### config.mk
export PLATFORM = sky130hd
export DESIGN_NAME = bss_supervisor
export DESIGN_NICKNAME = d
export VERILOG_FILES = /design/src/shared/bss_pkg.sv /design/src/verilog/bss_supervisor.sv
export SDC_FILE = /design/constraint.sdc
export NUM_CORES = 1
export LEC_CHECK = 0
export BUFFER_PORTS_ARGS = -buffer_cell sky130_fd_sc_hd__buf_4
export CAP_MARGIN = 20
export CORE_MARGIN = 2
export CORE_UTILIZATION = 45
export CTS_BUF_LIST = sky130_fd_sc_hd__clkbuf_4 sky130_fd_sc_hd__clkbuf_8 sky130_fd_sc_hd__clkbuf_16
export DETAILED_ROUTE_END_ITERATION = 10
export GPL_TIMING_DRIVEN = 0
export PLACE_DENSITY = 0.7
export SYNTH_ARGS = -nofsm -noshare
export SYNTH_HDL_FRONTEND = slang
export SYNTH_SLANG_ARGS = --single-unit
### constraint.sdc
create_clock -name REF_CLK -period 13.94 [get_ports REF_CLK]
set_clock_uncertainty 0.05 [all_clocks]
set_input_delay 0.697 -clock REF_CLK [delete_from_list [all_inputs] [get_ports REF_CLK]]
set_output_delay 0.697 -clock REF_CLK [all_outputs]
set_load 0.05 [all_outputs]
### src/shared/bss_pkg.sv
/*
  Shared constants and types of the buck switcher supervisor.
  Assumes a 10 MHz core clock; the timer cycle counts are derived from it.
*/
package bss_pkg;

  // ****************************************
  // Clock and timing
  // ****************************************
  localparam int CLK_PERIOD_NS = 100;
  localparam int SOFT_START_TIME_US = 4000;
  localparam int SHORT_FAULT_TIME_MS = 48;
  localparam int RECOVERY_TIME_MS = 400;
  localparam int STANDBY_DELAY_MS = 20;
  localparam int WAKE_TIME_MAX_NS = 4000;
  localparam int CNT_W = 23;
  localparam logic [CNT_W-1:0] SOFT_START_CYC = CNT_W'((SOFT_START_TIME_US * 1000) / CLK_PERIOD_NS);
  localparam logic [CNT_W-1:0] SHORT_FAULT_CYC = CNT_W'((SHORT_FAULT_TIME_MS * 1000000) / CLK_PERIOD_NS);
  localparam logic [CNT_W-1:0] RECOVERY_CYC = CNT_W'((RECOVERY_TIME_MS * 1000000) / CLK_PERIOD_NS);
  localparam logic [CNT_W-1:0] STANDBY_CYC = CNT_W'((STANDBY_DELAY_MS * 1000000) / CLK_PERIOD_NS);
  // Wake-up is a maximum: round down and leave room for the input synchroniser.
  localparam logic [CNT_W-1:0] WAKE_CYC = CNT_W'((WAKE_TIME_MAX_NS / CLK_PERIOD_NS) - 4);

  // ****************************************
  // Switching cycle defaults
  // ****************************************
  localparam logic [7:0] OSC_PERIOD_CYC = 8'h0A;
  localparam logic [7:0] BLANK_CYC = 8'h03;
  localparam logic [7:0] DEMAG_DELAY_CYC = 8'h02;
  localparam logic [7:0] MAX_ON_CYC = 8'h06;
  localparam int PEAK_W = 4;

  // ****************************************
  // Register map
  // ****************************************
  localparam int ADDR_W = 8;
  localparam logic [ADDR_W-1:0] CTRL_OFFSET = 8'h00;
  localparam logic [ADDR_W-1:0] STATUS_OFFSET = 8'h04;
  localparam int CTRL_ENABLE_BIT = 0;
  localparam logic CTRL_ENABLE_RESET = 1'h1;
  localparam logic [1:0] RESP_OKAY = 2'h0;
  localparam logic [1:0] RESP_SLVERR = 2'h2;
  localparam int ST_RUN_LSB = 0;
  localparam int ST_SW_LSB = 4;
  localparam int ST_STANDBY_BIT = 7;
  localparam int ST_SOURCE_BIT = 8;
  localparam int ST_REDUCED_BIT = 9;
  localparam int ST_AUTH_BIT = 10;
  localparam int ST_SHORT_BIT = 11;
  localparam int ST_OVP_BIT = 12;
  localparam int ST_ALARM_BIT = 13;
  localparam int ST_PIN_BIT = 14;
  localparam int ST_PEAK_LSB = 16;

  // ****************************************
  // Types
  // ****************************************
  typedef enum logic [2:0] {
    BSS_OFF = 3'h1,
    BSS_RUN = 3'h2,
    BSS_RECOVER = 3'h4
  } bss_run_type;

  typedef enum logic [2:0] {
    BSS_SW_WAIT = 3'h1,
    BSS_SW_ON = 3'h2,
    BSS_SW_DEMAG = 3'h4
  } bss_sw_type;

  typedef struct packed {
    logic turn_on;
    logic below_min;
    logic below_short;
    logic drain_ok;
    logic comp_fault;
    logic ovp;
    logic demag;
    logic standby_select_sel;
    logic thermal;
    logic skip;
    logic peak_hit;
    logic [PEAK_W-1:0] comp_level;
  } bss_flags_type;

endpackage

### src/verilog/bss_supervisor.sv
/*
  Supervisory and sequencing logic of an offline buck switcher, with an
  AXI4-Lite register slave.
  Assumes comparator flags arrive as single-bit levels and a 10 MHz clock.
*/
// Decided for this implementation: the address map and the AXI4-Lite interface to the registers.
`timescale 1ns/1ns
module bss_supervisor #(
  parameter logic [bss_pkg::CNT_W-1:0] SCP_CYCLES = bss_pkg::SHORT_FAULT_CYC,
  parameter logic [bss_pkg::CNT_W-1:0] RECOVERY_CYCLES = bss_pkg::RECOVERY_CYC,
  parameter logic [bss_pkg::CNT_W-1:0] STANDBY_CYCLES = bss_pkg::STANDBY_CYC,
  parameter logic [bss_pkg::CNT_W-1:0] SOFT_START_CYCLES = bss_pkg::SOFT_START_CYC,
  parameter logic [7:0] OSC_PERIOD = bss_pkg::OSC_PERIOD_CYC
) (
  input wire logic REF_CLK,
  input wire logic SYS_RST,
  input wire bss_pkg::bss_flags_type FLAGS,
  input wire logic THERMAL_ALARM_OUT_I,
  output logic THERMAL_ALARM_OUT_O,
  output logic THERMAL_ALARM_OUT_OE,
  output logic GATE_DRIVE_PULSE,
  output logic [bss_pkg::PEAK_W-1:0] PEAK_SETPOINT,
  output logic STARTUP_SOURCE_ON,
  output logic STARTUP_REDUCED,
  output logic STANDBY_MODE,
  output logic CMP_FAST_SEL,
  output logic LV_LOW_POWER,
  input wire logic [bss_pkg::ADDR_W-1:0] AWADDR,
  input wire logic AWVALID,
  output logic AWREADY,
  input wire logic [31:0] WDATA,
  input wire logic [3:0] WSTRB,
  input wire logic WVALID,
  output logic WREADY,
  output logic [1:0] BRESP,
  output logic BVALID,
  input wire logic BREADY,
  input wire logic [bss_pkg::ADDR_W-1:0] ARADDR,
  input wire logic ARVALID,
  output logic ARREADY,
  output logic [31:0] RDATA,
  output logic [1:0] RRESP,
  output logic RVALID,
  input wire logic RREADY
);

  localparam logic [bss_pkg::CNT_W-1:0] SS_STEP = SOFT_START_CYCLES >> bss_pkg::PEAK_W;
  localparam logic [bss_pkg::PEAK_W-1:0] PEAK_MAX = '1;

  typedef struct packed {
    bss_pkg::bss_flags_type sync1;
    bss_pkg::bss_flags_type sync2;
    logic demag_prev;
    bss_pkg::bss_run_type run;
    bss_pkg::bss_sw_type sw;
    logic [bss_pkg::CNT_W-1:0] scp_cnt;
    logic [bss_pkg::CNT_W-1:0] rec_cnt;
    logic [bss_pkg::CNT_W-1:0] ss_cnt;
    logic [bss_pkg::PEAK_W-1:0] ss_level;
    logic [7:0] osc_cnt;
    logic [7:0] sw_cnt;
    logic dem_seen;
    logic [bss_pkg::CNT_W-1:0] standby_select_cnt;
    logic standby_select_arm;
    logic standby;
    logic fast;
    logic low_power;
    logic src_on;
    logic src_out;
    logic reduced;
    logic auth;
    logic gate;
    logic [bss_pkg::PEAK_W-1:0] peak;
    logic alarm_oe;
    logic alarm_o;
    logic short_trip;
    logic ovp_trip;
    logic enable;
    logic awready;
    logic wready;
    logic bvalid;
    logic [1:0] bresp;
    logic arready;
    logic rvalid;
    logic [31:0] rdata;
    logic [1:0] rresp;
  } bss_state_type;

  bss_state_type st_reg;
  bss_state_type st_next;

  function automatic logic cnt_hit(input logic [bss_pkg::CNT_W-1:0] cnt,
                                   input logic [bss_pkg::CNT_W-1:0] lim);
    cnt_hit = (cnt == lim - 1'b1);
  endfunction

  function automatic logic [31:0] status_word(input bss_state_type s);
    status_word = '0;
    status_word[bss_pkg::ST_RUN_LSB +: 3] = s.run;
    status_word[bss_pkg::ST_SW_LSB +: 3] = s.sw;
    status_word[bss_pkg::ST_STANDBY_BIT] = s.standby;
    status_word[bss_pkg::ST_SOURCE_BIT] = s.src_out;
    status_word[bss_pkg::ST_REDUCED_BIT] = s.reduced;
    status_word[bss_pkg::ST_AUTH_BIT] = s.auth;
    status_word[bss_pkg::ST_SHORT_BIT] = s.short_trip;
    status_word[bss_pkg::ST_OVP_BIT] = s.ovp_trip;
    status_word[bss_pkg::ST_ALARM_BIT] = s.alarm_oe;
    status_word[bss_pkg::ST_PIN_BIT] = THERMAL_ALARM_OUT_I;
    status_word[bss_pkg::ST_PEAK_LSB +: bss_pkg::PEAK_W] = s.peak;
  endfunction

  // ****************************************
  // Next-state logic
  // ****************************************
  always_comb begin
    logic allowed;
    logic osc_done;
    logic dem_fall;
    bss_pkg::bss_flags_type f;
    allowed = 1'b0;
    osc_done = 1'b0;
    dem_fall = 1'b0;
    f = st_reg.sync2;
    st_next = st_reg;
    st_next.sync1 = FLAGS;
    st_next.sync2 = st_reg.sync1;
    st_next.demag_prev = f.demag;

    // Start-up source and pulse authorisation.
    if (f.turn_on) begin
      st_next.src_on = 1'b0;
      st_next.auth = 1'b1;
    end
    if (f.below_min) begin
      st_next.src_on = 1'b1;
    end
    st_next.src_out = st_next.src_on && f.drain_ok;
    st_next.reduced = st_next.src_on && f.drain_ok && f.below_short;

    // Run, short-circuit and over-voltage sequencing.
    case (st_reg.run)
      bss_pkg::BSS_OFF: begin
        if (st_reg.auth) begin
          st_next.run = bss_pkg::BSS_RUN;
          st_next.ss_cnt = '0;
          st_next.ss_level = '0;
        end
      end
      bss_pkg::BSS_RUN: begin
        if (f.ovp) begin
          st_next.run = bss_pkg::BSS_RECOVER;
          st_next.ovp_trip = 1'b1;
          st_next.rec_cnt = '0;
        end else if (f.comp_fault) begin
          st_next.scp_cnt = st_reg.scp_cnt + 1'b1;
          if (cnt_hit(st_reg.scp_cnt, SCP_CYCLES)) begin
            st_next.run = bss_pkg::BSS_RECOVER;
            st_next.short_trip = 1'b1;
            st_next.rec_cnt = '0;
          end
        end else begin
          st_next.scp_cnt = '0;
        end
      end
      bss_pkg::BSS_RECOVER: begin
        st_next.rec_cnt = st_reg.rec_cnt + 1'b1;
        if (cnt_hit(st_reg.rec_cnt, RECOVERY_CYCLES)) begin
          if (f.ovp) begin
            st_next.rec_cnt = '0;
          end else begin
            st_next.run = bss_pkg::BSS_RUN;
            st_next.scp_cnt = '0;
            st_next.ss_cnt = '0;
            st_next.ss_level = '0;
            st_next.short_trip = 1'b0;
            st_next.ovp_trip = 1'b0;
          end
        end
      end
      default: begin
        st_next.run = bss_pkg::BSS_OFF;
      end
    endcase

    // Soft-start ramp of the peak setpoint.
    if (st_reg.run == bss_pkg::BSS_RUN && st_next.run == bss_pkg::BSS_RUN
        && st_reg.ss_level != PEAK_MAX) begin
      st_next.ss_cnt = st_reg.ss_cnt + 1'b1;
      if (cnt_hit(st_reg.ss_cnt, SS_STEP)) begin
        st_next.ss_cnt = '0;
        st_next.ss_level = st_reg.ss_level + 1'b1;
      end
    end
    st_next.peak = (f.comp_level < st_next.ss_level) ? f.comp_level : st_next.ss_level;

    // Switching cycle: oscillator, on-time, demagnetisation.
    allowed = st_reg.run == bss_pkg::BSS_RUN && !f.ovp && st_reg.auth && st_reg.enable;
    osc_done = (st_reg.osc_cnt == OSC_PERIOD - 8'h01);
    if (!osc_done) begin
      st_next.osc_cnt = st_reg.osc_cnt + 8'h01;
    end
    dem_fall = st_reg.demag_prev && !f.demag;
    case (st_reg.sw)
      bss_pkg::BSS_SW_WAIT: begin
        if (allowed && osc_done && !f.skip) begin
          st_next.sw = bss_pkg::BSS_SW_ON;
          st_next.gate = 1'b1;
          st_next.osc_cnt = '0;
          st_next.sw_cnt = '0;
        end
      end
      bss_pkg::BSS_SW_ON: begin
        st_next.sw_cnt = st_reg.sw_cnt + 8'h01;
        if (f.peak_hit || st_reg.sw_cnt == bss_pkg::MAX_ON_CYC - 8'h01) begin
          st_next.sw = bss_pkg::BSS_SW_DEMAG;
          st_next.gate = 1'b0;
          st_next.sw_cnt = '0;
          st_next.dem_seen = 1'b0;
        end
      end
      bss_pkg::BSS_SW_DEMAG: begin
        if (st_reg.sw_cnt != 8'hFF) begin
          st_next.sw_cnt = st_reg.sw_cnt + 8'h01;
        end
        if (!st_reg.dem_seen) begin
          if (dem_fall && st_reg.sw_cnt >= bss_pkg::BLANK_CYC) begin
            st_next.dem_seen = 1'b1;
            st_next.sw_cnt = '0;
          end
        end else if (st_reg.sw_cnt == bss_pkg::DEMAG_DELAY_CYC - 8'h01) begin
          st_next.sw = bss_pkg::BSS_SW_WAIT;
        end
      end
      default: begin
        st_next.sw = bss_pkg::BSS_SW_WAIT;
      end
    endcase
    if (!allowed && st_reg.sw == bss_pkg::BSS_SW_ON) begin
      st_next.gate = 1'b0;
      st_next.sw = bss_pkg::BSS_SW_DEMAG;
      st_next.sw_cnt = '0;
      st_next.dem_seen = 1'b0;
    end

    // Standby and active mode timing.
    if (!st_reg.standby) begin
      if (!f.standby_select_sel || st_reg.standby_select_arm) begin
        st_next.standby_select_cnt = st_reg.standby_select_cnt + 1'b1;
        if (cnt_hit(st_reg.standby_select_cnt, STANDBY_CYCLES)) begin
          st_next.standby = 1'b1;
          st_next.standby_select_arm = 1'b0;
          st_next.standby_select_cnt = '0;
        end
      end else begin
        st_next.standby_select_cnt = '0;
      end
    end else if (f.standby_select_sel) begin
      st_next.standby_select_cnt = st_reg.standby_select_cnt + 1'b1;
      if (cnt_hit(st_reg.standby_select_cnt, bss_pkg::WAKE_CYC)) begin
        st_next.standby = 1'b0;
        st_next.standby_select_cnt = '0;
      end
    end else begin
      st_next.standby_select_cnt = '0;
    end
    st_next.fast = !st_next.standby;
    st_next.low_power = st_next.standby;

    st_next.alarm_oe = f.thermal;
    st_next.alarm_o = 1'b0;

    // AXI4-Lite write channel.
    if (st_reg.awready && AWVALID && WVALID) begin
      st_next.awready = 1'b0;
      st_next.wready = 1'b0;
      st_next.bvalid = 1'b1;
      st_next.bresp = bss_pkg::RESP_OKAY;
      if (AWADDR == bss_pkg::CTRL_OFFSET) begin
        if (WSTRB[0]) begin
          st_next.enable = WDATA[bss_pkg::CTRL_ENABLE_BIT];
        end
      end else if (AWADDR != bss_pkg::STATUS_OFFSET) begin
        st_next.bresp = bss_pkg::RESP_SLVERR;
      end
    end else if (!st_reg.awready && !st_reg.bvalid && AWVALID && WVALID) begin
      st_next.awready = 1'b1;
      st_next.wready = 1'b1;
    end
    if (st_reg.bvalid && BREADY) begin
      st_next.bvalid = 1'b0;
    end

    // AXI4-Lite read channel.
    if (st_reg.arready && ARVALID) begin
      st_next.arready = 1'b0;
      st_next.rvalid = 1'b1;
      st_next.rresp = bss_pkg::RESP_OKAY;
      st_next.rdata = '0;
      if (ARADDR == bss_pkg::CTRL_OFFSET) begin
        st_next.rdata[bss_pkg::CTRL_ENABLE_BIT] = st_reg.enable;
      end else if (ARADDR == bss_pkg::STATUS_OFFSET) begin
        st_next.rdata = status_word(st_reg);
      end else begin
        st_next.rresp = bss_pkg::RESP_SLVERR;
      end
    end else if (!st_reg.arready && !st_reg.rvalid && ARVALID) begin
      st_next.arready = 1'b1;
    end
    if (st_reg.rvalid && RREADY) begin
      st_next.rvalid = 1'b0;
    end
  end

  // ****************************************
  // State register
  // ****************************************
  always_ff @(posedge REF_CLK or posedge SYS_RST) begin
    if (SYS_RST) begin
      st_reg <= '0;
      st_reg.run <= bss_pkg::BSS_OFF;
      st_reg.sw <= bss_pkg::BSS_SW_WAIT;
      st_reg.src_on <= 1'b1;
      st_reg.standby_select_arm <= 1'b1;
      st_reg.fast <= 1'b1;
      st_reg.enable <= bss_pkg::CTRL_ENABLE_RESET;
    end else begin
      st_reg <= st_next;
    end
  end

  assign GATE_DRIVE_PULSE = st_reg.gate;
  assign PEAK_SETPOINT = st_reg.peak;
  assign STARTUP_SOURCE_ON = st_reg.src_out;
  assign STARTUP_REDUCED = st_reg.reduced;
  assign STANDBY_MODE = st_reg.standby;
  assign CMP_FAST_SEL = st_reg.fast;
  assign LV_LOW_POWER = st_reg.low_power;
  assign THERMAL_ALARM_OUT_OE = st_reg.alarm_oe;
  assign THERMAL_ALARM_OUT_O = st_reg.alarm_o;
  assign AWREADY = st_reg.awready;
  assign WREADY = st_reg.wready;
  assign BVALID = st_reg.bvalid;
  assign BRESP = st_reg.bresp;
  assign ARREADY = st_reg.arready;
  assign RVALID = st_reg.rvalid;
  assign RDATA = st_reg.rdata;
  assign RRESP = st_reg.rresp;

  // ****************************************
  // Assertions
  // ****************************************
  localparam int WAKE_BOUND = 40;
endmodule

---- Yosys cells after proc, flatten, opt, wreduce, memory -nomap -nowiden ----
Index checks and enable logic that the tools add are counted.
storage, ports and cells
  bits in registers ....................... 207
  bits of input ports ..................... 75
  output and inout bits ................... 53
  word-level logic and storage cells ...... 231
cells by class
  add/sub/neg operators ................... 7
  magnitude comparators ................... 2
  equality and inequality tests ........... 34
  multiplexer cells ....................... 75
  bitwise logic cells ..................... 1
  reduce and logical (&&, ||, !) cells .... 56
operators with widths
  cell                                                               number
  23-bit two-way mux                                                 11
  27-bit two-way mux                                                 4
  23-bit by 1-bit adder with 23-bit output, second input constant    4
  46-bit case mux with 2 select lines                                1
  73-bit two-way mux                                                 1
  27-bit case mux with 2 select lines                                1
  3-bit two-way mux                                                  12
  9-bit two-way mux                                                  4
  35-bit two-way mux                                                 1
  25-bit two-way mux                                                 1
  8-bit two-way mux                                                  3
  3-bit != test, second input constant                               8
  8-bit case mux with 3 select lines                                 1
  23-bit by 12-bit == test with 1-bit output, second input constant  1
  23-bit by 18-bit == test with 1-bit output, second input constant  1
  23-bit by 19-bit == test with 1-bit output, second input constant  1
  23-bit by 22-bit == test with 1-bit output, second input constant  1
  23-bit by 6-bit == test with 1-bit output, second input constant   1
  1-bit logical AND                                                  22
  20-bit two-way mux                                                 1
  19-bit two-way mux                                                 1
  1-bit two-way mux                                                  18
  3-bit case mux with 3 select lines                                 2
  8-bit by 1-bit adder with 8-bit output, second input constant      2
  other kinds (30)                                                   72

---- Logic depth before layout (Yosys ltp) ----
Gate-level depths: netlist (run 1).
  depth after elaboration ................. 11
  mapped depth ............................ 12
  gate-level depth less buffers ........... 12

---- Least setup slack after synthesis (run 1) ----
OpenSTA, ideal clock, no wires.
  path type ............................... register -> register
  from .................................... register st_reg[99] (netlist name)
  to ...................................... register st_reg, in the netlist PEAK_SETPOINT[1]
  setup time .............................. 0.128 ns
  arrival time ............................ 2.883 ns
  path slack .............................. 10.880 ns
  stages on the path, launching flop included .. 11
  cells stage by stage .................... dfrtp_1 -> ha_1 -> and3_1 -> nand4b_1 -> a311oi_4 -> nand4_1 -> mux2_2 -> ha_1 -> a21oi_1 -> o41a_1 -> mux2_1
RTL lines
  item                      RTL line               text
  start: declaration        bss_supervisor.sv:89   bss_state_type st_reg;
  start signal: assignment  bss_supervisor.sv:327  st_reg <= st_next;

==> metrics.sh, run 1 <==
VDD_DROP_MAX_mV=0.0907
POWER.SHARE.COMBINATIONAL=0.235
CHIPHEIGHT_UM=149
CRITPATHREQUIREDTIME_NS=14.21
NUM-NETS-FINAL=1139
INITIAL_CORE_UTIL=0.455
SEQ_POWER_SHARE=0.430
DRTANTENNAVIOLNETS=0
PATH_MAX_FANOUT=7
CTS_INSERTED_BUFFERS=17
P_LEAK_uW=0.00493
PLACE.GP.CONGESTION=0.835
DRT-WIRELENGTH-PER-CELL_UM=15.2
CLOCK_INSERTION_DELAY_WORST_SKEW_NS=0.44
INITIAL_DETAILED_ROUTING_VIOLATION_COUNT=575
POWER.INTERNAL_uW=982
SYNTH_FLOP_CELL='sky130_fd_sc_hd__dfrtp_1'
PIN_COUNT=128
N_FILL_CELL=1918
AVGVIACOUNTPERCELL=5.49
DRT_FIRST_PASS_ITERS=5
DIE-AREA_UM2=22200
DIE_W_UM=149
REPORTED_MAX_CAP_VIOLATION_COUNT=0
FIRST_GLOBAL_VIAS=7019
CRIT-REG2REG-CAPTURE='PEAK_SETPOINT[1]$_DFF_PP0_'
FINAL_PERIOD_MINUS_WORST_SETUP_SLACK_NS=3.49
CP_SLOWEST_CELL='sky130_fd_sc_hd__a311oi_4'
CTS.HTREE.LEVELS=4
SWSHARE=0.337
TIMING.CRITICAL_PATH.MODE_CELL='sky130_fd_sc_hd__nand4_1'
GRT_REMAINING_OVERFLOW=0
CLOCK_TRANSITION_AT_PATH_REGS_NS=0.08
ANTENNA_CELLS_INSERTED=0
SYNTH-ASYNC-RESET-RATIO=1.00
MIN_PATH_TYPE='primary input to async pin'
INITIAL_ANTENNA_VIOLATION_COUNT=0
MAXSLEWHEADROOM=0.487
POST_SYNTH_EDFFS=0
WORST_SETUP_PATH_CLASS='flop to flop'
AREA_GROWTH_SYN_TO_LAYOUT_PCT=17.1
CTS.PATH.MAX_BUFFERS=2
DRT_WL_TOTAL_UM=20400
BUFFER_PORTS.INSERTED=76
CRITICAL-PATH-MAX-STAGE-DELAY_NS=0.49
POST_SYNTH_NUM_CELL_TYPES=72
ROUTED-VIA-COUNT=7353
SLEW_VIOL_FINAL=0
FINAL_NUMBER_OF_HOLD_VIOLATING_ENDPOINTS=0
SETUP_TOTAL_NEGATIVE_SLACK_NS=0
CRIT_PATH_END_KIND='flop'
CTS-RESIZED-GATES=0
CLOCK_ROOT_BUFFER='sky130_fd_sc_hd__clkbuf_16'
STDCELL_AREA_UM2=11100
TIMING.REG2REG.WORST_PATH_DEPTH=9
STD_CELL_ROWS=53
POWER.CLOCK.FRACTION=0.335
LARGEST_REGISTER_FF_COUNT=139
GRT_SETUP_UNREPAIRED='false'
TIMING.FINAL.CRIT_SHARE=0.250
FINALCOREUTILIZATION=0.533
MAX_FREQ_GHz=0.286
POST_CTS.REPAIR.SETUP_BUFFERS=0
RUN_STATUS='completed'
PIN_COUNT_OF_THE_BIGGEST_NET_ENTERING_GLOBAL_ROUTING=111
CELL_AREA_AFTER_SYNTHESIS_UM2=9470
TIGHTEST_SLEW_NS=0.768
TOP_AREA_CELL_TYPE_SHARE_OF_THE_NETLIST_AREA=0.486
ROUTE.DETAILED.DRC=0
CRITICAL_PATH_START_TYPE='flop'
R2R_SLACK_NS=10.45
CTS_HOLD_BUF=0
SYNTH_CELLS=940
GRTUSAGETOTAL=0.193
SWITCHINGPOWER_uW=498
DESIGN_POWER_TOTAL_uW=1480
CELL_WITH_THE_MOST_INSTANCES_AFTER_SYNTHESIS='sky130_fd_sc_hd__dfrtp_1'
YOSYS-TOP-CELLS-COUNT='sky130_fd_sc_hd__dfrtp_1 (184), sky130_fd_sc_hd__nor2_1 (76), sky130_fd_sc_hd__nand2_1 (64), sky130_fd_sc_hd__o21ai_0 (48)'
PWR_DENSITY_CELL_nW_PER_UM2=133
PATH_CELLS='nor4b_1 -> nand4_1 -> a311oi_4 -> nand4_1 -> mux2_2 -> ha_1 -> a21oi_1 -> o41a_1 -> mux2_1'
CTS_SINKS=190
SHARE_OF_FINAL_LAYOUT_STANDARD_CELLS_STRONGER_THAN_DRIVE_STRENGTH_1=0.187
SYNTH.TOP_CELLS.BY_AREA='sky130_fd_sc_hd__dfrtp_1 (49%), sky130_fd_sc_hd__buf_4 (3.6%), sky130_fd_sc_hd__nor2_1 (3.0%)'
PLACE_HPWL_UM=14100
YOSYS_WARNINGS=0
TRITONCTS='built'
SYNTH_SEQUENTIAL_AREA_RATIO=0.503
POSTSYNTHREGISTERBITS=190
GRT_FIRST_PASS_WIRELENGTH_UM=34500
POSTPLACECELLAREA_UM2=10500
SYNTH_AREA_LEADER_CELL='sky130_fd_sc_hd__dfrtp_1'
FINAL-SETUP-VIOL-COUNT=0
SYN_AREA_PER_CELL_UM2=10.1
WORST_EP_ARRIVAL_TIME_NS=3.76
R2R_START='st_reg[107]$_DFFE_PP0P_'
CORE-AREA_UM2=20800
cells in the final DEF (no fill, tap or decap), types with 18 or more instances in the layout:
cell type and instances:
sky130_fd_sc_hd__a21oi_1 45, sky130_fd_sc_hd__a22o_1 32, sky130_fd_sc_hd__and3_1 25, sky130_fd_sc_hd__buf_4 121
sky130_fd_sc_hd__clkbuf_1 19, sky130_fd_sc_hd__dfrtp_1 184, sky130_fd_sc_hd__inv_1 36, sky130_fd_sc_hd__nand2_1 64
sky130_fd_sc_hd__nand3_1 45, sky130_fd_sc_hd__nand4_1 35, sky130_fd_sc_hd__nor2_1 76, sky130_fd_sc_hd__nor4_1 18
sky130_fd_sc_hd__o21ai_0 48, sky130_fd_sc_hd__xnor2_1 18, sky130_fd_sc_hd__xor2_1 25
stage by stage:
stage | instances | hold slack [ns] | setup WS (ns)
global route | 1340 | 0.283 | 10.22
floorplan | 956 | 0.281 | 8.03
global placement | 1307 | 0.282 | 5.88
detailed placement | 1308 | 0.285 | 10.47
finish | 1340 | 0.277 | 10.45
CTS | 1340 | 0.282 | 10.44
cell type report:
class,instances,area [um2],area share
repair buffers,77,598,0.0539
multi-input cells,655,4150,0.374
plain buffers,74,478,0.0431
well taps,275,344,0.0310
inverters,37,146,0.0132
clock buffers,18,433,0.0390
flip-flops and latches,190,4760,0.429
clock inverters,14,179,0.0161
worst max-delay path: cells and delay by family, from the launching register on:
kind,cells,cell delay (ns)
adder cells (fa/ha/maj),1,0.32
multiplexers,2,0.66
AO/OA/AOI/OAI,3,1.06
flip-flops,1,0.44
AND/OR/NAND/NOR,3,0.83
power by group through the flow:
| stage | clock network [uW] | registers, uW | logic [uW] |
|---|---|---|---|
| after floorplan | 0 | 654 | 243 |
| after global placement | 0 | 645 | 338 |
| after detailed placement | 0 | 646 | 346 |
| after CTS | 511 | 636 | 348 |
| after global routing | 531 | 642 | 385 |
| final | 496 | 636 | 347 |
worst max path at each step:
stage                                       endpoint                     from  slack [ns]
final                     PEAK_SETPOINT[1]$_DFF_PP0_  st_reg[107]$_DFFE_PP0P_       10.45
after CTS                 PEAK_SETPOINT[1]$_DFF_PP0_  st_reg[107]$_DFFE_PP0P_       10.44
after global routing      PEAK_SETPOINT[1]$_DFF_PP0_  st_reg[122]$_DFFE_PP0P_       10.22
after detailed placement  PEAK_SETPOINT[1]$_DFF_PP0_  st_reg[107]$_DFFE_PP0P_       10.47
after global placement        st_reg[88]$_DFFE_PP0P_                  SYS_RST        5.88
after floorplan                  ARREADY$_DFFE_PP0P_                  SYS_RST        8.03
per-layer routing:
layer  GRT usage  part of all wire
met5           0                 0
met4      0.0724             0.021
met3      0.0343             0.033
met2       0.299              0.47
met1       0.272              0.48
cells by family (layout without fill, tap and decap cells):
group | Yosys count | after routing | synth area share
multiplexers | 20 | 20 | 0.0221
flip-flops | 190 | 190 | 0.503
buffers and inverters | 111 | 220 | 0.0651
other | 1 | 17 | 0.000396
AO/OA/AOI/OAI | 190 | 190 | 0.137
AND/OR/NAND/NOR | 373 | 373 | 0.217
adder cells (fa/ha/maj) | 12 | 12 | 0.0159
XOR/XNOR | 43 | 43 | 0.0398
Note: power is estimated with default switching activity, not from simulation.
==> inputs of run 2 (changes only) <==
--- a/config.mk
+++ b/config.mk
@@ -12,7 +12,7 @@
 export CTS_BUF_LIST = sky130_fd_sc_hd__clkbuf_4 sky130_fd_sc_hd__clkbuf_8 sky130_fd_sc_hd__clkbuf_16
 export DETAILED_ROUTE_END_ITERATION = 10
 export GPL_TIMING_DRIVEN = 0
-export PLACE_DENSITY = 0.7
+export PLACE_DENSITY = 0.72
 export SYNTH_ARGS = -nofsm -noshare
 export SYNTH_HDL_FRONTEND = slang
 export SYNTH_SLANG_ARGS = --single-unit
==> constraint.sdc (replaced) <==
create_clock -name REF_CLK -period 3.2 [get_ports REF_CLK]
set_clock_uncertainty 0.05 [all_clocks]
set_input_delay 0.16 -clock REF_CLK [delete_from_list [all_inputs] [get_ports REF_CLK]]
set_output_delay 0.16 -clock REF_CLK [all_outputs]
set_load 0.05 [all_outputs]
==> metrics.sh, run 2 (synthesis gave the netlist of run 1 again) <==
MAXSLEWHEADROOM=0.471  # -0.0163
FINALCOREUTILIZATION=0.558  # +0.0253
CTS_INSERTED_BUFFERS=17  # unchanged
P_LEAK_uW=0.00513  # +4.0%
MOST_COMMON_CELL_AFTER_LAYOUT_FILL_AND_TAPS_ASIDE='sky130_fd_sc_hd__dfrtp_1'
PLACE_HPWL_UM=14600  # +4.1%
HOLD_PATH_STARTPOINT='AWVALID'
TIMING.FINAL.CRIT_SHARE=0.979  # +0.729
MIN_PATH_TYPE='primary input to flop'
PATH_MAX_FANOUT=4  # -3
N_FILL_CELL=1823  # -5.0%
PIN_COUNT=128  # unchanged
CTS.PATH.MAX_BUFFERS=2  # unchanged
PWR_DENSITY_CELL_nW_PER_UM2=553  # +310%
DRTANTENNAVIOLNETS=0  # unchanged
TRITONCTS='built'
NUM-NETS-FINAL=1178  # +3.4%
GRTUSAGETOTAL=0.197  # +0.00403
MOSTFREQUENTLAYOUTCELLS='sky130_fd_sc_hd__dfrtp_1 (179), sky130_fd_sc_hd__buf_4 (132), sky130_fd_sc_hd__nor2_1 (75), sky130_fd_sc_hd__nand2_1 (63), sky130_fd_sc_hd__o21ai_0 (48)'
AREA_GROWTH_SYN_TO_LAYOUT_PCT=22.7
GRT_FIRST_PASS_WIRELENGTH_UM=35400  # +2.8%
MAX_FREQ_GHz=0.319  # +11%
GRT_SETUP_UNREPAIRED='true'
PIN_COUNT_OF_THE_BIGGEST_NET_ENTERING_GLOBAL_ROUTING=40  # -64%
DRT_WL_TOTAL_UM=21100  # +3.3%
DESIGN_POWER_TOTAL_uW=6430  # +330%
VDD_DROP_MAX_mV=0.377  # +320%
R2R_SLACK_NS=0.07  # -10.38 ns
FINAL_PERIOD_MINUS_WORST_SETUP_SLACK_NS=3.13  # -0.358 ns
WORST_SETUP_PATH_CLASS='flop to flop'
HOLD_PATH_END='AWREADY$_DFFE_PP0P_'
REGISTER_AREA_UM2=4770  # +0.13%
INITIAL_DETAILED_ROUTING_VIOLATION_COUNT=530  # -7.8%
SHARE_OF_FINAL_LAYOUT_STANDARD_CELLS_STRONGER_THAN_DRIVE_STRENGTH_1=0.215  # +0.0278
FIRST_GLOBAL_VIAS=7193  # +2.5%
FINAL_NUMBER_OF_HOLD_VIOLATING_ENDPOINTS=0  # unchanged
ROUTE.DETAILED.DRC=0  # unchanged
CORE-AREA_UM2=20800  # unchanged
DRT-WIRELENGTH-PER-CELL_UM=15.3  # +0.40%
CRITICAL_PATH_START_TYPE='flop'
FINAL.HOLD.WORST_SLACK_NS=0.0240  # -0.253 ns
CLOCK_ROOT_BUFFER='sky130_fd_sc_hd__clkbuf_16'
ROUTED-VIA-COUNT=7630  # +3.8%
ANTENNA_CELLS_INSERTED=0  # unchanged
WORST_EP_ARRIVAL_TIME_NS=3.40  # -0.36 ns
CLOCK_TRANSITION_AT_PATH_REGS_NS=0.07  # about the same
BUFFER_PORTS.INSERTED=76  # unchanged
SLEW_VIOL_FINAL=0  # unchanged
TIMING.REG2REG.WORST_PATH_DEPTH=10  # +1
HOLD_DEPTH=3
CRIT_PATH_END_KIND='flop'
FINAL-SETUP-VIOL-COUNT=0  # unchanged
TIGHTEST_SLEW_NS=0.792  # +0.0244 ns
INITIAL_CORE_UTIL=0.455  # unchanged
RUN_STATUS='completed'
INITIAL_ANTENNA_VIOLATION_COUNT=0  # unchanged
LARGEST_REGISTER_FF_COUNT=139  # unchanged
AVGVIACOUNTPERCELL=5.53  # +0.83%
CLOCK_INSERTION_DELAY_WORST_SKEW_NS=0.43  # about the same
DIE_W_UM=149  # unchanged
CRITPATHREQUIREDTIME_NS=3.47  # -10.74 ns
REPORTED_MAX_CAP_VIOLATION_COUNT=0  # unchanged
CTS_SINKS=190  # unchanged
PLACE.GP.CONGESTION=0.854  # +2.3%
CRIT-REG2REG-CAPTURE='PEAK_SETPOINT[1]$_DFF_PP0_'
CHIPHEIGHT_UM=149  # unchanged
CTS.HTREE.LEVELS=4  # unchanged
GRT_REMAINING_OVERFLOW=0  # unchanged
DRT_FIRST_PASS_ITERS=5  # unchanged
MULTI_INPUT_AREA_UM2=4310  # +3.7%
STD_CELL_ROWS=53  # unchanged
DIE-AREA_UM2=22200  # unchanged
R2R_START='st_reg[121]$_DFFE_PP0P_'
[run 2: changes by cell type in the layout (fill, tap and decap cells not counted), sizes merged]
| cell | before | now |
|---|---|---|
| clkinvlp | 2 | 3 |
| inv | 42 | 43 |
| dlygate4sd3 | 0 | 24 |
| buf | 132 | 147 |
| bufinv | 1 | 0 |
| clkinv | 6 | 5 |
[run 2: what timing repair did]
item / in CTS / in global routing
endpoints found under the setup margin: 3 / 3
gates resized for setup: 6 / 25
setup buffers: 6 / 5
hold buffers: 24 / 0
pin swaps: 4 / 4
hold endpoints to repair: 53 / 0
[run 2: power by group]
| part | internal [uW] | total, uW | leakage, uW | switching [uW] |
|---|---|---|---|---|
| combinational | 615 | 1590 | 0.00234 | 980 |
| clock | 1060 | 2060 | 0.000282 | 998 |
| sequential | 2590 | 2770 | 0.00250 | 185 |
| total | 4270 | 6430 | 0.00513 | 2160 |
[run 2: worst max-delay path, cell delays in order, from the launching register on]
cell	delay (ns)
sky130_fd_sc_hd__dfrtp_1	0.44
sky130_fd_sc_hd__nor4_4	0.32
sky130_fd_sc_hd__nand4_1	0.24
sky130_fd_sc_hd__a311oi_4	0.41
sky130_fd_sc_hd__nand2_1	0.13
sky130_fd_sc_hd__mux2i_2	0.29
sky130_fd_sc_hd__inv_1	0.12
sky130_fd_sc_hd__ha_4	0.29
sky130_fd_sc_hd__nand2_2	0.05
sky130_fd_sc_hd__o41a_1	0.35
sky130_fd_sc_hd__mux2_1	0.33
[run 2: how the worst max path moves through the flow]
stage                            startpoint                    endpoint  slack, ns  cells past startpoint
floorplan              st_reg[99]$_DFF_PP0_  PEAK_SETPOINT[1]$_DFF_PP0_       0.14                     10
global placement                    SYS_RST      st_reg[87]$_DFFE_PP0P_      -0.63                      2
detailed placement  st_reg[122]$_DFFE_PP0P_  PEAK_SETPOINT[2]$_DFF_PP0_      -0.28                      9
CTS                   st_reg[177]$_DFF_PP0_  PEAK_SETPOINT[2]$_DFF_PP0_      0.004                      9
global route        st_reg[122]$_DFFE_PP0P_  PEAK_SETPOINT[1]$_DFF_PP0_      -0.14                     11
finish              st_reg[121]$_DFFE_PP0P_  PEAK_SETPOINT[1]$_DFF_PP0_       0.07                     10
[run 2: area by class of cell]
cell class,instances,share of cell area
Sequential cell,190,0.410
Multi-Input combinational cell,655,0.371
Timing Repair Buffer,116,0.0855
Buffer,74,0.0412
Clock buffer,18,0.0378
Tap cell,275,0.0296
Clock inverter,14,0.0126
Inverter,37,0.0123
[run 2: stage by stage]
step	worst slack, ns	setup TNS (ns)	area [um2]	std cells
floorplan	0.140	0	9540	956
global placement	-0.631	-113.81	10500	1307
detailed placement	-0.275	-0.605	10600	1312
CTS	0.00366	0	11500	1374
global route	-0.139	-0.253	11600	1379
finish	0.0670	0	11600	1379
[run 2: metal layers]
| layer | vias to the layer above | global-route usage | wire, um |
|---|---|---|---|
| li1 | 3668 | - | - |
| met5 | - | 0 | 0 |
| met4 | 0 | 0.0610 | 393 |
| met2 | 177 | 0.320 | 10400 |
| met1 | 3752 | 0.272 | 9540 |
| met3 | 33 | 0.0333 | 797 |
==> inputs of run 3 (changes only) <==
--- a/config.mk
+++ b/config.mk
@@ -12,7 +12,7 @@
 export CTS_BUF_LIST = sky130_fd_sc_hd__clkbuf_4 sky130_fd_sc_hd__clkbuf_8 sky130_fd_sc_hd__clkbuf_16
 export DETAILED_ROUTE_END_ITERATION = 10
 export GPL_TIMING_DRIVEN = 0
-export PLACE_DENSITY = 0.72
+export PLACE_DENSITY_LB_ADDON = 0.1
 export SYNTH_ARGS = -nofsm -noshare
 export SYNTH_HDL_FRONTEND = slang
 export SYNTH_SLANG_ARGS = --single-unit
==> metrics.sh, run 3 (synthesis gave the netlist of run 1 again) <==
N_FILL_CELL=1904  # +4.4%
BUFFER_PORTS.INSERTED=76  # unchanged
DIE_W_UM=149  # unchanged
MOST_COMMON_CELL_AFTER_LAYOUT_FILL_AND_TAPS_ASIDE='sky130_fd_sc_hd__dfrtp_1'
DIE-AREA_UM2=22200  # unchanged
TRITONCTS='built'
CLOCK_INSERTION_DELAY_WORST_SKEW_NS=0.43  # about the same
DRT_FIRST_PASS_ITERS=5  # unchanged
INITIAL_CORE_UTIL=0.455  # unchanged
ROUTE.DETAILED.DRC=0  # unchanged
PATH_CELLS='nor4_4 -> nand4_1 -> buf_6 -> a311oi_4 -> buf_4 -> buf_6 -> nor2_2 -> a22o_1 -> inv_2 -> ha_4 -> nor2_1 -> o41a_1 -> mux2_4'
INITIAL_ANTENNA_VIOLATION_COUNT=0  # unchanged
SETUP_TOTAL_NEGATIVE_SLACK_NS=0  # unchanged
POST-PLACE-WS_NS=-0.302  # -0.0268 ns
FIRST_GLOBAL_VIAS=7083  # -1.5%
STDCELL_COUNT=1388  # +0.65%
REPORTED_MAX_CAP_VIOLATION_COUNT=0  # unchanged
GRT_SETUP_UNREPAIRED='true'
ANTENNA_CELLS_INSERTED=0  # unchanged
CTS_SINKS=190  # unchanged
RUN_STATUS='completed'
NUM-NETS-FINAL=1187  # +0.76%
DRTANTENNAVIOLNETS=0  # unchanged
DRT_WL_TOTAL_UM=21100  # about the same
PIN_COUNT=128  # unchanged
MIN_PATH_TYPE='primary input to flop'
PATH_MAX_FANOUT=7  # +3
FINAL_NUMBER_OF_HOLD_VIOLATING_ENDPOINTS=0  # unchanged
P_LEAK_uW=0.00516  # +0.61%
GRT_FIRST_PASS_WIRELENGTH_UM=35700  # +0.80%
AREA_GROWTH_SYN_TO_LAYOUT_PCT=23.9
CTS.PATH.MAX_BUFFERS=2  # unchanged
PWR_DENSITY_CELL_nW_PER_UM2=552  # -0.29%
LARGEST_REGISTER_FF_COUNT=139  # unchanged
AVGVIACOUNTPERCELL=5.37  # -3.0%
FINAL_PERIOD_MINUS_WORST_SETUP_SLACK_NS=3.17  # +0.0403 ns
PLACE.GP.CONGESTION=0.795  # -6.9%
CTS.HTREE.LEVELS=4  # unchanged
STD_CELL_ROWS=53  # unchanged
INITIAL_DETAILED_ROUTING_VIOLATION_COUNT=410  # -23%
CLOCK_ROOT_BUFFER='sky130_fd_sc_hd__clkbuf_16'
TIGHTEST_SLEW_NS=0.798  # +0.00539 ns
GRTUSAGETOTAL=0.198  # +0.000703
MULTI_INPUT_AREA_UM2=4340  # +0.81%
TIMING.FINAL.CRIT_SHARE=0.992  # +0.0126
VDD_DROP_MAX_mV=0.351  # -6.9%
MOSTFREQUENTLAYOUTCELLS='sky130_fd_sc_hd__dfrtp_1 (174), sky130_fd_sc_hd__buf_4 (137), sky130_fd_sc_hd__nor2_1 (75), sky130_fd_sc_hd__nand2_1 (63), sky130_fd_sc_hd__o21ai_0 (48)'
CRITPATHREQUIREDTIME_NS=3.46  # about the same
REGISTER_AREA_UM2=4770  # +0.13%
TIMING.CRITICAL_PATH.MODE_CELL='sky130_fd_sc_hd__buf_6'
GRT_REMAINING_OVERFLOW=0  # unchanged
CELL_TOTAL_AFTER_PLACEMENT=1312  # unchanged
FIN_WS_NS=0.0267  # -0.0403 ns
NUMBER_OF_BUFFER_AND_INVERTER_STAGES_ON_THE_CRITICAL_PATH=4  # +3
MAX_FREQ_GHz=0.315  # -1.3%
WORST_EP_ARRIVAL_TIME_NS=3.44  # +0.04 ns
CRITICAL-PATH-MAX-STAGE-DELAY_NS=0.47  # +0.03 ns
CTS_INSERTED_BUFFERS=17  # unchanged
SHARE_OF_FINAL_LAYOUT_STANDARD_CELLS_STRONGER_THAN_DRIVE_STRENGTH_1=0.229  # +0.0144
DRT-WIRELENGTH-PER-CELL_UM=15.2  # -0.60%
CRITICAL_PATH_START_TYPE='flop'
PIN_COUNT_OF_THE_BIGGEST_NET_ENTERING_GLOBAL_ROUTING=43  # +7.5%
CORE-AREA_UM2=20800  # unchanged
FINALCOREUTILIZATION=0.563  # +0.00535
MAXSLEWHEADROOM=0.467  # -0.00361
CLOCK_TRANSITION_AT_PATH_REGS_NS=0.07  # about the same
CRIT_FAMILY='compound AO/OA/AOI/OAI gates'
FINAL-SETUP-VIOL-COUNT=0  # unchanged
PLACE_HPWL_UM=14600  # -0.52%
CRIT_PATH_END_KIND='flop'
CHIPHEIGHT_UM=149  # unchanged
SLEW_VIOL_FINAL=0  # unchanged
ROUTED-VIA-COUNT=7449  # -2.4%
DESIGN_POWER_TOTAL_uW=6470  # +0.67%
CP_SLOWEST_CELL='sky130_fd_sc_hd__dfrtp_2'
WORST_SETUP_PATH_CLASS='flop to flop'
==> run 3: final cells by class <==
class,instances,share of cell area
Multi-Input combinational cell,655,0.370
Tap cell,275,0.0293
Clock inverter,14,0.0123
Sequential cell,190,0.407
Timing Repair Buffer,125,0.0915
Buffer,74,0.0407
Clock buffer,18,0.0369
Inverter,37,0.0122
==> run 3: routing by layer <==
metal  up-vias  GRT usage  routed length, um
met3        18     0.0257                558
met4         0     0.0533                199
met5         -          0                  0
li1       3671          -                  -
met2        95      0.319              10300
met1      3665      0.282              10100
==> run 3: timing repair <==
action	CTS	global route
resized for setup	18	29
pin swaps	6	11
hold endpoints to repair	45	0
cloned	0	0
buffers inserted	11	7
hold buffers	26	0
endpoints found under the setup margin	3	2
==> run 3: worst register-to-register path, delay by kind of cell, from the launching register on <==
family	cells	cell delay (ns)
AOI/OAI and AO/OA	3	1.02
and+or+nand+nor	4	0.55
buffers and inverters	4	0.51
DFF	1	0.47
muxes	1	0.32
adders and majority gates	1	0.14
==> run 3: path summary, 6_finish.rpt <==
check | startpoint | end | slack, ns | depth (start not counted)
setup / recovery | st_reg[118]$_DFFE_PP0P_ | PEAK_SETPOINT[1]$_DFF_PP0_ | 0.03 | 13
hold / removal | AWADDR[2] | st_reg[41]$_DFFE_PP1P_ | 0.06 | 3
setup reg to reg | st_reg[118]$_DFFE_PP0P_ | PEAK_SETPOINT[1]$_DFF_PP0_ | 0.03 | 13
hold reg to reg | st_next[192]$_DFF_PP0_ | st_reg[192]$_DFF_PP0_ | 0.30 | 0
max in group asynchronous | SYS_RST | st_reg[175]$_DFF_PP1_ | 1.77 | 6
min in group asynchronous | SYS_RST | st_reg[59]$_DFF_PP0_ | 0.27 | 3
==> run 3: report_power, final <==
part | internal [uW] | total, uW | switching [uW] | leakage [uW]
combinational | 628 | 1620 | 990 | 0.00239
sequential | 2590 | 2770 | 179 | 0.00250
clock | 1060 | 2080 | 1030 | 0.000277
total | 4270 | 6470 | 2200 | 0.00516
==> run 3: stage by stage <==
step / hold slack [ns] / cell area (um2)
3_3_place_gp: 0.219 / 10500
2_1_floorplan: 0.141 / 9540
4_1_cts: 0.0450 / 11500
3_5_place_dp: 0.188 / 10600
5_1_grt: 0.0649 / 11700
6_report: 0.0582 / 11700
